<file path="src/hw/lcd_pkg.sv">
// Package: command codes, bank states, device states, timing counts for the state tracker
package lcd_pkg;

    localparam int unsigned CLK_PERIOD_NS = 50;

    // Interval times in ns, counts derived by rounding up
    localparam int unsigned T_RCD_NS   = 18;
    localparam int unsigned T_RP_NS    = 18;
    localparam int unsigned T_BURST_NS = 200;
    localparam int unsigned T_RFCPB_NS = 90;
    localparam int unsigned T_RFCAB_NS = 210;
    localparam int unsigned T_MRR_NS   = 200;
    localparam int unsigned T_MRW_NS   = 500;
    localparam int unsigned T_INIT5_NS = 10000;

    localparam logic [7:0] CYC_RCD   = 8'((T_RCD_NS + CLK_PERIOD_NS - 1) / CLK_PERIOD_NS);
    localparam logic [7:0] CYC_RP    = 8'((T_RP_NS + CLK_PERIOD_NS - 1) / CLK_PERIOD_NS);
    localparam logic [7:0] CYC_BURST = 8'((T_BURST_NS + CLK_PERIOD_NS - 1) / CLK_PERIOD_NS);
    localparam logic [7:0] CYC_RFCPB = 8'((T_RFCPB_NS + CLK_PERIOD_NS - 1) / CLK_PERIOD_NS);
    localparam logic [7:0] CYC_RFCAB = 8'((T_RFCAB_NS + CLK_PERIOD_NS - 1) / CLK_PERIOD_NS);
    localparam logic [7:0] CYC_MRR   = 8'((T_MRR_NS + CLK_PERIOD_NS - 1) / CLK_PERIOD_NS);
    localparam logic [7:0] CYC_MRW   = 8'((T_MRW_NS + CLK_PERIOD_NS - 1) / CLK_PERIOD_NS);
    localparam int unsigned CYC_INIT5 = (T_INIT5_NS + CLK_PERIOD_NS - 1) / CLK_PERIOD_NS;

    localparam int unsigned NUM_BANKS = 8;
    localparam logic [7:0]  RESET_MA  = 8'h3F;
    localparam logic [7:0]  ZERO_CNT  = 8'h00;

    // Field positions on the rising-edge bus, except AP_BIT_F which is on the falling half
    localparam int unsigned BA_LSB     = 7;
    localparam int unsigned AB_BIT     = 4;
    localparam int unsigned AP_BIT_F   = 0;
    localparam int unsigned MA_LO_LSB  = 4;

    typedef enum logic [3:0] {
        CMD_NOP   = 4'h0,
        CMD_MRW   = 4'h1,
        CMD_MRR   = 4'h2,
        CMD_REFPB = 4'h3,
        CMD_REFAB = 4'h4,
        CMD_ACT   = 4'h5,
        CMD_WR    = 4'h6,
        CMD_RD    = 4'h7,
        CMD_PRE   = 4'h8,
        CMD_SRE   = 4'h9,
        CMD_ILL   = 4'hF
    } lcd_cmd_t;

    typedef enum logic [10:0] {
        BK_IDLE    = 11'h001,
        BK_ACTING  = 11'h002,
        BK_ACTIVE  = 11'h004,
        BK_READ    = 11'h008,
        BK_WRITE   = 11'h010,
        BK_READ_AP = 11'h020,
        BK_WRIT_AP = 11'h040,
        BK_PRECH   = 11'h080,
        BK_REFR    = 11'h100,
        BK_MRRD    = 11'h200,
        BK_MRWR    = 11'h400
    } lcd_bank_t;

    typedef enum logic [9:0] {
        DV_POWER_ON = 10'h001,
        DV_RESETTING= 10'h002,
        DV_RST_MRR  = 10'h004,
        DV_NORMAL   = 10'h008,
        DV_IDLE_PD  = 10'h010,
        DV_ACT_PD   = 10'h020,
        DV_RST_PD   = 10'h040,
        DV_SELF_REFRESH_STATE     = 10'h080,
        DV_ALLBUSY  = 10'h100,
        DV_ILLEGAL  = 10'h200
    } lcd_dev_t;

    typedef struct packed {
        logic       cs_n;
        logic       cke;
        logic [9:0] ca;
    } lcd_ca_t;

    typedef struct packed {
        lcd_cmd_t    cmd;
        logic [2:0]  bank;
        logic        auto_precharge_flag;
        logic        all_bank_flag;
        logic [7:0]  mode_addr;
        logic [7:0]  mode_op;
        logic [14:0] row;
        logic [11:0] col;
    } lcd_dec_t;

endpackage : lcd_pkg

</file>
<file path="src/hw/lcd_cmd_decode.sv">
// Command decoder: joins rising and falling halves of the command bus into one command
`timescale 1ns/1ps
`default_nettype none
module lcd_cmd_decode
    import lcd_pkg::*;
(
    input  wire logic [9:0] ca_rise_i,
    input  wire logic [9:0] ca_fall_i,
    input  wire logic       cs_n_i,
    input  wire logic       cke_prev_i,
    input  wire logic       cke_i,
    output lcd_dec_t        dec_o
);

    always_comb begin
        dec_o = '0;
        dec_o.cmd = CMD_NOP;
        dec_o.bank = ca_rise_i[BA_LSB +: 3];                              // RULE_02
        dec_o.all_bank_flag = ca_rise_i[AB_BIT];
        dec_o.auto_precharge_flag = ca_fall_i[AP_BIT_F];
        dec_o.mode_addr = {ca_fall_i[1:0], ca_rise_i[MA_LO_LSB +: 6]};     // RULE_27
        dec_o.mode_op = ca_fall_i[9:2];                                   // RULE_27
        dec_o.row = {ca_fall_i[9:8], ca_rise_i[6:2], ca_fall_i[7:0]};      // RULE_27
        dec_o.col = {ca_fall_i[9:1], ca_rise_i[6:5], 1'b0};               // RULE_04
        // Chip select high means no command whatever the bus holds
        if (!cs_n_i && cke_prev_i) begin                                  // RULE_06 RULE_01
            casez (ca_rise_i[3:0])                                        // RULE_26
                4'b0000: dec_o.cmd = cke_i ? CMD_MRW : CMD_ILL;
                4'b1000: dec_o.cmd = cke_i ? CMD_MRR : CMD_ILL;
                4'b0100: dec_o.cmd = cke_i ? CMD_REFPB : CMD_SRE;
                4'b1100: dec_o.cmd = cke_i ? CMD_REFAB : CMD_SRE;
                4'b??10: dec_o.cmd = cke_i ? CMD_ACT : CMD_ILL;
                4'b?001: dec_o.cmd = cke_i ? CMD_WR : CMD_ILL;
                4'b?101: dec_o.cmd = cke_i ? CMD_RD : CMD_ILL;
                4'b1011: dec_o.cmd = cke_i ? CMD_PRE : CMD_ILL;
                4'b?111: dec_o.cmd = CMD_NOP;
                default: dec_o.cmd = CMD_ILL;
            endcase
        end
    end

endmodule : lcd_cmd_decode
`default_nettype wire

</file>
<file path="src/hw/lcd_state_tracker.sv">
// Top: samples the command bus on rising edges of two consecutive cycles, tracks bank and device state
`timescale 1ns/1ps
`default_nettype none
// How it works
// [RULE_01] Command comes from chip select, clock enable and CA0-3 at rising edge.
// [RULE_02] Three bank-select bits pick the bank for bank commands.
// [RULE_03] Auto-precharge flag closes the bank once the burst ends.
// [RULE_04] Lowest column bit is not sent and reads as zero.
// [RULE_05] Precharge with all-bank flag closes every bank, ignoring bank bits.
// [RULE_06] Chip select high is a no-operation; bus is ignored.
// [RULE_07] One command per cycle: rising half, then falling half. Here the two halves are sampled on rising edges of two successive cycles.
// [RULE_08] Self-refresh exit follows clock enable alone, no command needed.
// [RULE_09] Controller may float pins in low power only after entry delay.
// [RULE_10] Clock enable fall with select high enters idle, active or resetting power-down.
// [RULE_11] Clock enable rise leaves power-down or self refresh to matching state.
// [RULE_12] Controller sends only NOPs until power-down exit time passes.
// [RULE_13] Controller sends only NOPs until self-refresh exit time passes.
// [RULE_14] Leaving resetting power-down goes idle if final init interval expired.
// [RULE_15] Idle power-down or self refresh: outputs float or terminate per termination.
// [RULE_16] Idle bank accepts activate, refreshes, mode commands, reset, precharge.
// [RULE_17] Active bank accepts read, write, mode read and precharge.
// [RULE_18] Controller writes a reading bank only after the burst ends.
// [RULE_19] Controller reads a writing bank only after the burst ends.
// [RULE_20] Busy banks get only NOPs; other banks may be commanded.
// [RULE_21] During refresh, mode access or precharge-all, controller sends NOPs.
// [RULE_22] Refreshes and mode write need target or all banks idle.
// [RULE_23] Reset is a mode write; starts initialization from power-on or idle.
// [RULE_24] Mode read in resetting holds resetting-read until read interval ends.
// [RULE_25] Any unspecified operation is illegal; device flags it until reinit. Code flags only illegal opcodes and busy-bank power-down entry in normal state.
// [RULE_26] Opcodes on CA0-3 are fixed per command.
// [RULE_27] Mode write and activate split address bits across both edges.
module lcd_state_tracker
    import lcd_pkg::*;
#(
    parameter int unsigned INIT5_CYCLES = CYC_INIT5
)
(
    input  wire logic        REF_CLK_I,
    input  wire logic        RESET_I,
    input  wire logic        CS_N_I,
    input  wire logic        CKE_I,
    input  wire logic [9:0]  CA_I,
    input  wire logic        ODT_EN_I,
    output logic [7:0]       BANK_OPEN_O,
    output logic [7:0]       BANK_BUSY_O,
    output lcd_dev_t         DEV_STATE_O,
    output logic             DQ_HIZ_O,
    output logic             DQ_TERM_O,
    output logic             ILLEGAL_O,
    output logic [7:0]       MODE_ADDR_O,
    output logic [7:0]       MODE_OP_O,
    output logic             MODE_WR_O
);

    // =========================================================
    // Input synchronisers (bus comes from the pins)
    // =========================================================
    lcd_ca_t   pin_s1;
    lcd_ca_t   pin_s2;
    logic [9:0] fall_s1;
    logic [9:0] fall_s2;
    logic       odt_s1;
    logic       odt_s2;

    always_ff @(posedge REF_CLK_I) begin
        pin_s1 <= {CS_N_I, CKE_I, CA_I};
        pin_s2 <= pin_s1;
        odt_s1 <= ODT_EN_I;
        odt_s2 <= odt_s1;
    end

    always_ff @(posedge REF_CLK_I) begin
        fall_s1 <= CA_I;                                                  // RULE_07
        fall_s2 <= fall_s1;
    end

    // =========================================================
    // Command assembly: rising half held one cycle
    // =========================================================
    logic [9:0] rise_hold;
    logic       cs_n_hold;
    logic       cke_hold;
    logic       cke_prev;

    always_ff @(posedge REF_CLK_I) begin
        if (RESET_I) begin
            rise_hold <= 10'h3FF;
            cs_n_hold <= 1'b1;
            cke_hold  <= 1'b1;
            cke_prev  <= 1'b1;
        end else begin
            rise_hold <= pin_s2.ca;                                       // RULE_07
            cs_n_hold <= pin_s2.cs_n;
            cke_prev  <= cke_hold;
            cke_hold  <= pin_s2.cke;
        end
    end

    lcd_dec_t dec;

    lcd_cmd_decode u_dec (
        .ca_rise_i  (rise_hold),
        .ca_fall_i  (fall_s2),
        .cs_n_i     (cs_n_hold),
        .cke_prev_i (cke_prev),
        .cke_i      (cke_hold),
        .dec_o      (dec)
    );

    // =========================================================
    // Bank tracking
    // =========================================================
    lcd_bank_t  bank_st [NUM_BANKS];
    logic [7:0] bank_cnt [NUM_BANKS];
    logic [7:0] bank_ap;
    logic       all_idle;
    logic       any_open;

    function automatic logic [7:0] dec_cnt(input logic [7:0] c);
        dec_cnt = (c == ZERO_CNT) ? ZERO_CNT : c - 8'h01;
    endfunction : dec_cnt

    always_comb begin
        all_idle = 1'b1;
        any_open = 1'b0;
        for (int i = 0; i < NUM_BANKS; i++) begin
            if (bank_st[i] != BK_IDLE) all_idle = 1'b0;
            if (bank_st[i] inside {BK_ACTING, BK_ACTIVE, BK_READ, BK_WRITE}) any_open = 1'b1;
        end
    end

    logic normal_go;
    assign normal_go = (DEV_STATE_O == DV_NORMAL);

    always_ff @(posedge REF_CLK_I) begin
        if (RESET_I) begin
            for (int i = 0; i < NUM_BANKS; i++) begin
                bank_st[i]  <= BK_IDLE;
                bank_cnt[i] <= ZERO_CNT;
            end
            bank_ap <= 8'h00;
        end else begin
            for (int i = 0; i < NUM_BANKS; i++) begin
                bank_cnt[i] <= dec_cnt(bank_cnt[i]);
                // Timed states fall back once their interval ends
                if (bank_cnt[i] == 8'h01) begin
                    case (bank_st[i])
                        BK_ACTING:  bank_st[i] <= BK_ACTIVE;
                        BK_READ, BK_WRITE: bank_st[i] <= BK_ACTIVE;
                        BK_READ_AP, BK_WRIT_AP: begin                     // RULE_03
                            bank_st[i]  <= BK_PRECH;
                            bank_cnt[i] <= CYC_RP;
                        end
                        BK_MRRD:    bank_st[i] <= bank_ap[i] ? BK_ACTIVE : BK_IDLE;
                        default:    bank_st[i] <= BK_IDLE;
                    endcase
                end
                if (normal_go) begin
                    if ((dec.bank == 3'(i)) || dec.cmd inside {CMD_REFAB, CMD_MRW, CMD_MRR}) begin
                        case (dec.cmd)
                            CMD_ACT: if (bank_st[i] == BK_IDLE) begin     // RULE_16
                                bank_st[i]  <= BK_ACTING;
                                bank_cnt[i] <= CYC_RCD;
                            end
                            CMD_RD, CMD_WR: if (bank_st[i] inside {BK_ACTIVE, BK_READ, BK_WRITE}) begin // RULE_17
                                bank_st[i]  <= dec.auto_precharge_flag ?
                                               ((dec.cmd == CMD_RD) ? BK_READ_AP : BK_WRIT_AP) :
                                               ((dec.cmd == CMD_RD) ? BK_READ : BK_WRITE);
                                bank_cnt[i] <= CYC_BURST;
                            end
                            CMD_REFPB, CMD_REFAB: if (bank_st[i] == BK_IDLE) begin
                                bank_st[i]  <= BK_REFR;
                                bank_cnt[i] <= (dec.cmd == CMD_REFPB) ? CYC_RFCPB : CYC_RFCAB;
                            end
                            CMD_MRR: if (bank_st[i] inside {BK_IDLE, BK_ACTIVE}) begin
                                bank_ap[i]  <= (bank_st[i] == BK_ACTIVE);
                                bank_st[i]  <= BK_MRRD;
                                bank_cnt[i] <= CYC_MRR;
                            end
                            CMD_MRW: if (bank_st[i] == BK_IDLE && dec.mode_addr != RESET_MA) begin
                                bank_st[i]  <= BK_MRWR;
                                bank_cnt[i] <= CYC_MRW;
                            end
                            default: ;
                        endcase
                    end
                    if (dec.cmd == CMD_PRE && (dec.all_bank_flag || dec.bank == 3'(i))) begin // RULE_05
                        bank_st[i]  <= BK_PRECH;
                        bank_cnt[i] <= CYC_RP;
                    end
                end
            end
        end
    end

    // =========================================================
    // Device state: power-down, self refresh, reset sequence
    // =========================================================
    lcd_dev_t next_dev;
    logic [15:0] init_cnt;
    logic [7:0]  rmrr_cnt;
    logic        init_done;
    logic        cke_fall;
    logic        cke_rise;

    assign init_done = (init_cnt == 16'h0000);
    assign cke_fall  = cke_prev && !cke_hold && cs_n_hold;
    // Self-refresh exit needs only clock enable high, no command
    assign cke_rise  = !cke_prev && cke_hold;                            // RULE_08

    always_comb begin
        next_dev = DEV_STATE_O;
        case (DEV_STATE_O)
            DV_POWER_ON: if (dec.cmd == CMD_MRW && dec.mode_addr == RESET_MA) next_dev = DV_RESETTING; // RULE_23
            DV_RESETTING: begin
                if (cke_fall) next_dev = DV_RST_PD;                       // RULE_10
                else if (dec.cmd == CMD_MRR) next_dev = DV_RST_MRR;       // RULE_24
                else if (init_done) next_dev = DV_NORMAL;
            end
            DV_RST_MRR: if (rmrr_cnt == 8'h01) next_dev = DV_RESETTING;  // RULE_24
            DV_NORMAL: begin
                if (dec.cmd == CMD_SRE && all_idle) next_dev = DV_SELF_REFRESH_STATE;
                else if (cke_fall) next_dev = any_open ? DV_ACT_PD : (all_idle ? DV_IDLE_PD : DV_ILLEGAL); // RULE_10
                else if (dec.cmd == CMD_MRW && dec.mode_addr == RESET_MA && all_idle) next_dev = DV_RESETTING; // RULE_23
                else if (dec.cmd == CMD_ILL) next_dev = DV_ILLEGAL;       // RULE_25
            end
            DV_IDLE_PD, DV_ACT_PD: if (cke_rise && cs_n_hold) next_dev = DV_NORMAL; // RULE_11
            DV_RST_PD: if (cke_rise && cs_n_hold) next_dev = init_done ? DV_NORMAL : DV_RESETTING; // RULE_14
            DV_SELF_REFRESH_STATE: if (cke_rise) next_dev = DV_NORMAL;                  // RULE_11
            DV_ILLEGAL: next_dev = DV_ILLEGAL;
            default: next_dev = DV_ILLEGAL;
        endcase
    end

    always_ff @(posedge REF_CLK_I) begin
        if (RESET_I) begin
            DEV_STATE_O <= DV_POWER_ON;
        end else begin
            DEV_STATE_O <= next_dev;
        end
    end

    always_ff @(posedge REF_CLK_I) begin
        if (RESET_I) begin
            init_cnt <= 16'hFFFF;
            rmrr_cnt <= ZERO_CNT;
        end else begin
            if (next_dev == DV_RESETTING && DEV_STATE_O == DV_POWER_ON) init_cnt <= 16'(INIT5_CYCLES);
            else if (DEV_STATE_O == DV_NORMAL && next_dev == DV_RESETTING) init_cnt <= 16'(INIT5_CYCLES);
            else if (!init_done && DEV_STATE_O != DV_POWER_ON) init_cnt <= init_cnt - 16'h0001;
            if (next_dev == DV_RST_MRR && DEV_STATE_O == DV_RESETTING) rmrr_cnt <= CYC_MRR;
            else rmrr_cnt <= dec_cnt(rmrr_cnt);
        end
    end

    // =========================================================
    // Outputs
    // =========================================================
    always_ff @(posedge REF_CLK_I) begin
        if (RESET_I) begin
            DQ_HIZ_O  <= 1'b1;
            DQ_TERM_O <= 1'b0;
        end else begin
            // Floating versus terminated outputs in idle low-power states
            if (next_dev inside {DV_IDLE_PD, DV_SELF_REFRESH_STATE}) begin              // RULE_15
                DQ_HIZ_O  <= !odt_s2;
                DQ_TERM_O <= odt_s2;
            end else begin
                DQ_HIZ_O  <= 1'b1;
                DQ_TERM_O <= 1'b0;
            end
        end
    end

    always_ff @(posedge REF_CLK_I) begin
        if (RESET_I) begin
            BANK_OPEN_O <= 8'h00;
            BANK_BUSY_O <= 8'h00;
            ILLEGAL_O   <= 1'b0;
            MODE_ADDR_O <= 8'h00;
            MODE_OP_O   <= 8'h00;
            MODE_WR_O   <= 1'b0;
        end else begin
            for (int i = 0; i < NUM_BANKS; i++) begin
                BANK_OPEN_O[i] <= bank_st[i] inside {BK_ACTIVE, BK_READ, BK_WRITE};
                BANK_BUSY_O[i] <= !(bank_st[i] inside {BK_IDLE, BK_ACTIVE});
            end
            ILLEGAL_O <= (next_dev == DV_ILLEGAL);                        // RULE_25
            MODE_WR_O <= (dec.cmd == CMD_MRW) && (normal_go || DEV_STATE_O == DV_POWER_ON);
            if (dec.cmd == CMD_MRW) begin
                MODE_ADDR_O <= dec.mode_addr;                             // RULE_27
                MODE_OP_O   <= dec.mode_op;
            end
        end
    end

    // =========================================================
    // Checks
    // =========================================================
    a_self_refresh_state_exit: assert property (@(posedge REF_CLK_I) disable iff (RESET_I) // RULE_11
        (DEV_STATE_O == DV_SELF_REFRESH_STATE && cke_rise) |=> DEV_STATE_O == DV_NORMAL)
        else $error("self refresh exit missed");
    a_pd_entry: assert property (@(posedge REF_CLK_I) disable iff (RESET_I) // RULE_10
        (DEV_STATE_O == DV_NORMAL && cke_fall && dec.cmd != CMD_SRE && all_idle) |=> DEV_STATE_O == DV_IDLE_PD)
        else $error("idle power-down entry missed");
    a_rst_mrr: assert property (@(posedge REF_CLK_I) disable iff (RESET_I) // RULE_24
        (DEV_STATE_O == DV_RESETTING && !cke_fall && dec.cmd == CMD_MRR) |=> DEV_STATE_O == DV_RST_MRR)
        else $error("resetting register read missed");
    a_reset_cmd: assert property (@(posedge REF_CLK_I) disable iff (RESET_I) // RULE_23
        (DEV_STATE_O == DV_POWER_ON && dec.cmd == CMD_MRW && dec.mode_addr == RESET_MA)
        |=> DEV_STATE_O == DV_RESETTING)
        else $error("reset command ignored");
    a_pre_all: assert property (@(posedge REF_CLK_I) disable iff (RESET_I) // RULE_05
        (normal_go && dec.cmd == CMD_PRE && dec.all_bank_flag) |=> bank_st[7] == BK_PRECH && bank_st[0] == BK_PRECH)
        else $error("precharge all missed a bank");
    a_act_bank: assert property (@(posedge REF_CLK_I) disable iff (RESET_I) // RULE_16
        (normal_go && dec.cmd == CMD_ACT && dec.bank == 3'd2 && bank_st[2] == BK_IDLE) |=> bank_st[2] == BK_ACTING)
        else $error("activate did not open bank");
    a_dq_term: assert property (@(posedge REF_CLK_I) disable iff (RESET_I) // RULE_15
        (DEV_STATE_O == DV_IDLE_PD && $past(DEV_STATE_O) == DV_IDLE_PD && $stable(odt_s2)) |-> DQ_TERM_O == odt_s2)
        else $error("termination state wrong");
    a_cs_nop: assert property (@(posedge REF_CLK_I) disable iff (RESET_I) // RULE_06
        cs_n_hold |-> dec.cmd == CMD_NOP)
        else $error("command decoded with select high");
    a_col_zero: assert property (@(posedge REF_CLK_I) disable iff (RESET_I) // RULE_04
        dec.col[0] == 1'b0)
        else $error("lowest column bit set");

endmodule : lcd_state_tracker
`default_nettype wire

</file>
<file path="config.mk">
export PLATFORM = sky130hd
export DESIGN_NAME = lcd_state_tracker
export DESIGN_NICKNAME = d
export VERILOG_FILES = /design/src/hw/lcd_pkg.sv /design/src/hw/lcd_cmd_decode.sv /design/src/hw/lcd_state_tracker.sv
export SDC_FILE = /design/constraint.sdc
export NUM_CORES = 1
export LEC_CHECK = 0
export ABC_AREA = 1
export BUFFER_PORTS_ARGS = -buffer_cell sky130_fd_sc_hd__buf_2
export CAP_MARGIN = 20
export CORE_AREA = 3 3 162 164
export CTS_CLUSTER_DIAMETER = 80
export DETAILED_ROUTE_END_ITERATION = 6
export DIE_AREA = 0 0 165 167
export PLACE_DENSITY = 0.85
export REMOVE_ABC_BUFFERS = 1
export SYNTH_ARGS = -nofsm -noshare
export SYNTH_HDL_FRONTEND = slang
export SYNTH_SLANG_ARGS = --single-unit
</file>
<file path="constraint.sdc">
create_clock -name REF_CLK_I -period 3.01 [get_ports REF_CLK_I]
set_input_delay 0.602 -clock REF_CLK_I [delete_from_list [all_inputs] [get_ports REF_CLK_I]]
set_output_delay 0.602 -clock REF_CLK_I [all_outputs]
set_load 0.005 [all_outputs]
</file>
==> results <==
- During synthesis, Yosys emitted a total of 0 warnings.
- The number of synthesized flops with an enable pin is 144.
- The average wire length per cell after detail routing is 16.8 microns.
- The pre-CTS worst setup slack is ~0.082 ns.
- The library cells used most frequently in the layout, excluding fill and tap cells, are nand2_1, nor2_1, inv_1.
- The share of async-settable or async-resettable flops after synthesis is 0.
- The synthesized cell area is between 15000 and 20000 sq um.
- Based on the critical path, the design can be clocked at up to 0.343 GHz.
- The number of flip-flops and latches in the synthesized netlist is 269.
- After layout, the worst setup slack is 0.0917 ns.
- The total via count in the routed design is between 15k and 20k.
- The die is 167 microns tall.
- The area growth from synthesis to final layout is 15.5%.
- For this design the top-level I/O count stands at 61.
- The share of the synthesized area in the top cell type is 0.278.
- Leaving out fill and tap cells, the most frequent cell in the layout is nand2_1.
- The total number of clock tree sinks is 269.
- Ranked by total cell area, the synthesized netlist is headed by edfxtp_1, dfxtp_1, nor2_1, nand2_1, inv_1.
- The via count of the first global-routing pass is 14.2k.
- In this run the standard cell core region covers 25000 sq um.
- Clock tree synthesis selected as its root buffer the cell clkbuf_16.
- The max-cap check violation count is 0.
- The launching instance or port of the critical path is rise_hold[0].
- Detailed placement ended at an HPWL of around 32000 microns.
- The initial core utilization is 0.622.
- The net count reported at finish is 2309.
- The slew of the pin with the lowest slew margin is 0.756 ns.
- The total inserted antenna cells is 0.
- The most frequently used flop master after synthesis is edfxtp_1.
- Setup repair after global routing could not meet its margin everywhere.
- Synthesis produced around 2.1k cells.
- Along the worst path, the maximum fanout reaches 11.
- The worst endpoint data arrival time is 3.17 ns.
- The number of buffers added by the clock tree synthesis step is 28.
- The DRC violation count after routing is 0.
- The kind of path behind the tightest hold check is in -> reg.
- The H-tree depth is 1.
- The start-to-end type of the worst setup path is reg -> reg.
- The filler cells instantiated in the layout total 1968.
- The congestion estimate from routability-driven global placement came to 1.00.
- In the final layout, the share of cells above drive strength 1 is 0.121.
- The clock reaches the later pin of the worst-skew pair after 0.55 ns.
- The clock-pin slew reported for the worst setup and hold paths after clock tree synthesis is ~0.060 ns.
- The first global-routing pass estimated about 69000 microns of wire.
- Hold timing on the final database bottoms out at a slack of 0.152 ns.
- The via-per-instance ratio is 5.78.
- The largest total area in the synthesized netlist belongs to edfxtp_1.
- Dividing total power by cell area gives a power density of 520 nW/um^2.
- The number of antenna violations at the first check in global routing was 0.
- The startpoint identified for the worst register-to-register timing path is rise_hold[0].
- The final critical path time including I/O delays and setup is around 3 ns.
- The synthesized area divided by synthesized cell count is 7.43 sq um.
- The launching element type of the critical path is a register.
- Setup violations remaining at the end of the flow were counted as 0.
- In this run the static leakage power is 8.74 nW.
- The number of hold-slack violations in the final timing report is 0.
- The count of pins over their slew limit came to 0.
- The total wire length after detailed routing is between 40000 and 50000 microns.
- The iteration-0 DRC count of the detailed router is ~1.7k.
- The data required time of the critical path is roughly 3.3 ns.
- Port buffering added 60 buffers.
- The peak supply drop is 0.588 mV.
- The sequential area share after synthesis is 0.438.
- The number of hold buffers added after CTS was 0.
- The maximum buffer depth of the clock tree is 3.
- STA classifies the critical path endpoint as a register.
- The die covers 27600 sq um.
- The aggregate global-route resource usage is 0.311.
- Measured against its own limit, the worst slew margin works out to 0.495.
- The count of unique library cells instantiated by Yosys is 57.
- The largest net degree at the start of global routing is 42.
- The number of standard-cell rows in the floorplan is between 50 and 60.
- The part of the cycle the worst path needs is 0.970.
- The die span in x is roughly 170 microns.
- The total congestion overflow after global routing is 0.
- The run finished with clean final reports.
- The detail route stage leaves a number of antenna-violating nets equal to 0.
- The final clock skew is 0.0141 ns.
- TritonCTS built the clock tree.
- The count of TritonRoute iterations in the first routing pass is 7.
- The startpoint of the worst hold path is CA_I[6].
==> cell usage after synthesis (3+ instances only) <==
cell,instances
nor2_1,371
nand2_1,370
inv_1,327
nand3_1,177
edfxtp_1,144
dfxtp_1,125
nand4_1,100
nor3_1,82
a21oi_1,66
o21ai_0,53
xor2_1,35
ha_1,23
nor4_1,22
clkbuf_1,20
xnor2_1,18
or2_2,15
nor2_2,13
nand3_2,9
nand3_4,9
o21ai_1,9
buf_1,8
inv_2,8
nand2_2,8
nand3b_1,8
a31oi_1,7
buf_2,6
o211ai_1,6
a211oi_1,5
nor2_4,4
nand4_2,3
nor3_2,3
nor3b_1,3
o211a_1,3
o31ai_1,3
==> critical path, cell delays in order, from the launching register on <==
cell and delay [ns]:
dfxtp_1 0.39, inv_1 0.12, nand3_1 0.16, nand2_1 0.08
inv_1 0.06, nand3_2 0.08, nand2_1 0.13, nand2_2 0.10
inv_2 0.10, nand3_4 0.18, buf_12 0.19, nand3_4 0.10
nand3_1 0.17, o21ai_1 0.32, inv_1 0.10, nand3_1 0.14
or2_4 0.22
==> sequential cells by signal, summed over array words and instances (netlist names), 10 cells and up <==
register / flops
rise_hold: 10
fall_s1: 10
init_cnt: 16
bank_cnt: 64
fall_s2: 10
DEV_STATE_O: 10
bank_st: 88
==> what timing repair did <==
item / CTS / global route
setup endpoints to repair: 0 / 127
resized for setup: 0 / 30
setup buffers: 0 / 4
==> layout make-up <==
class	instances	area, sq um	area share
clock buffers	41	896	0.0498
clock inverters	11	85.1	0.00473
inverters	338	1270	0.0707
multi-input cells	1508	7620	0.423
flip-flops and latches	269	6830	0.380
well taps	330	413	0.0230
repair buffers	126	875	0.0486
==> logic make-up after synthesis <==
family / count (synthesis) / synth area share
compound gates: 166 / 0.0600
xor+xnor: 53 / 0.0298
fa+ha+maj: 23 / 0.0185
buf+inv: 375 / 0.0922
flops: 269 / 0.438
other cells: 2 / 0.000482
simple gates: 1208 / 0.361
==> stage by stage <==
step / power, mW / instances / utilization / TNS (ns) / area (sq um)
2_1_floorplan: 5.36 / 2114 / - / -94.65 / 15600
3_3_place_gp: 5.67 / 2566 / 0.673 / 0 / 16900
3_5_place_dp: 5.75 / 2566 / 0.673 / 0 / 16900
4_1_cts: 9.35 / 2618 / 0.712 / 0 / 17800
5_1_grt: 9.74 / 2623 / 0.719 / -1.91 / 18000
6_report: 9.36 / 2623 / 0.719 / 0 / 18000
==> final timing paths <==
kind | cells past startpoint | slack [ns] | endpoint
setup / recovery | 16 | 0.09 | bank_st[0][1]
hold / removal | 1 | 0.15 | fall_s1[6]
setup reg to reg | 16 | 0.09 | bank_st[0][1]
hold reg to reg | 0 | 0.32 | fall_s2[5]
==> report_power, final <==
group	total, mW	switching [mW]	internal, mW
Combinational	1.42	0.913	0.503
Clock	3.64	1.49	2.15
Sequential	4.31	0.167	4.14
==> routing by layer <==
| metal | up-vias | wire (microns) | global-route usage |
|---|---|---|---|
| met5 | - | 0 | 0 |
| met4 | 0 | 1800 | 0.115 |
| met3 | 164 | 4580 | 0.0575 |
| met2 | 874 | 20400 | 0.510 |
| met1 | 6916 | 17200 | 0.409 |
| li1 | 7215 | - | - |
(Power assumes the default switching activity.)
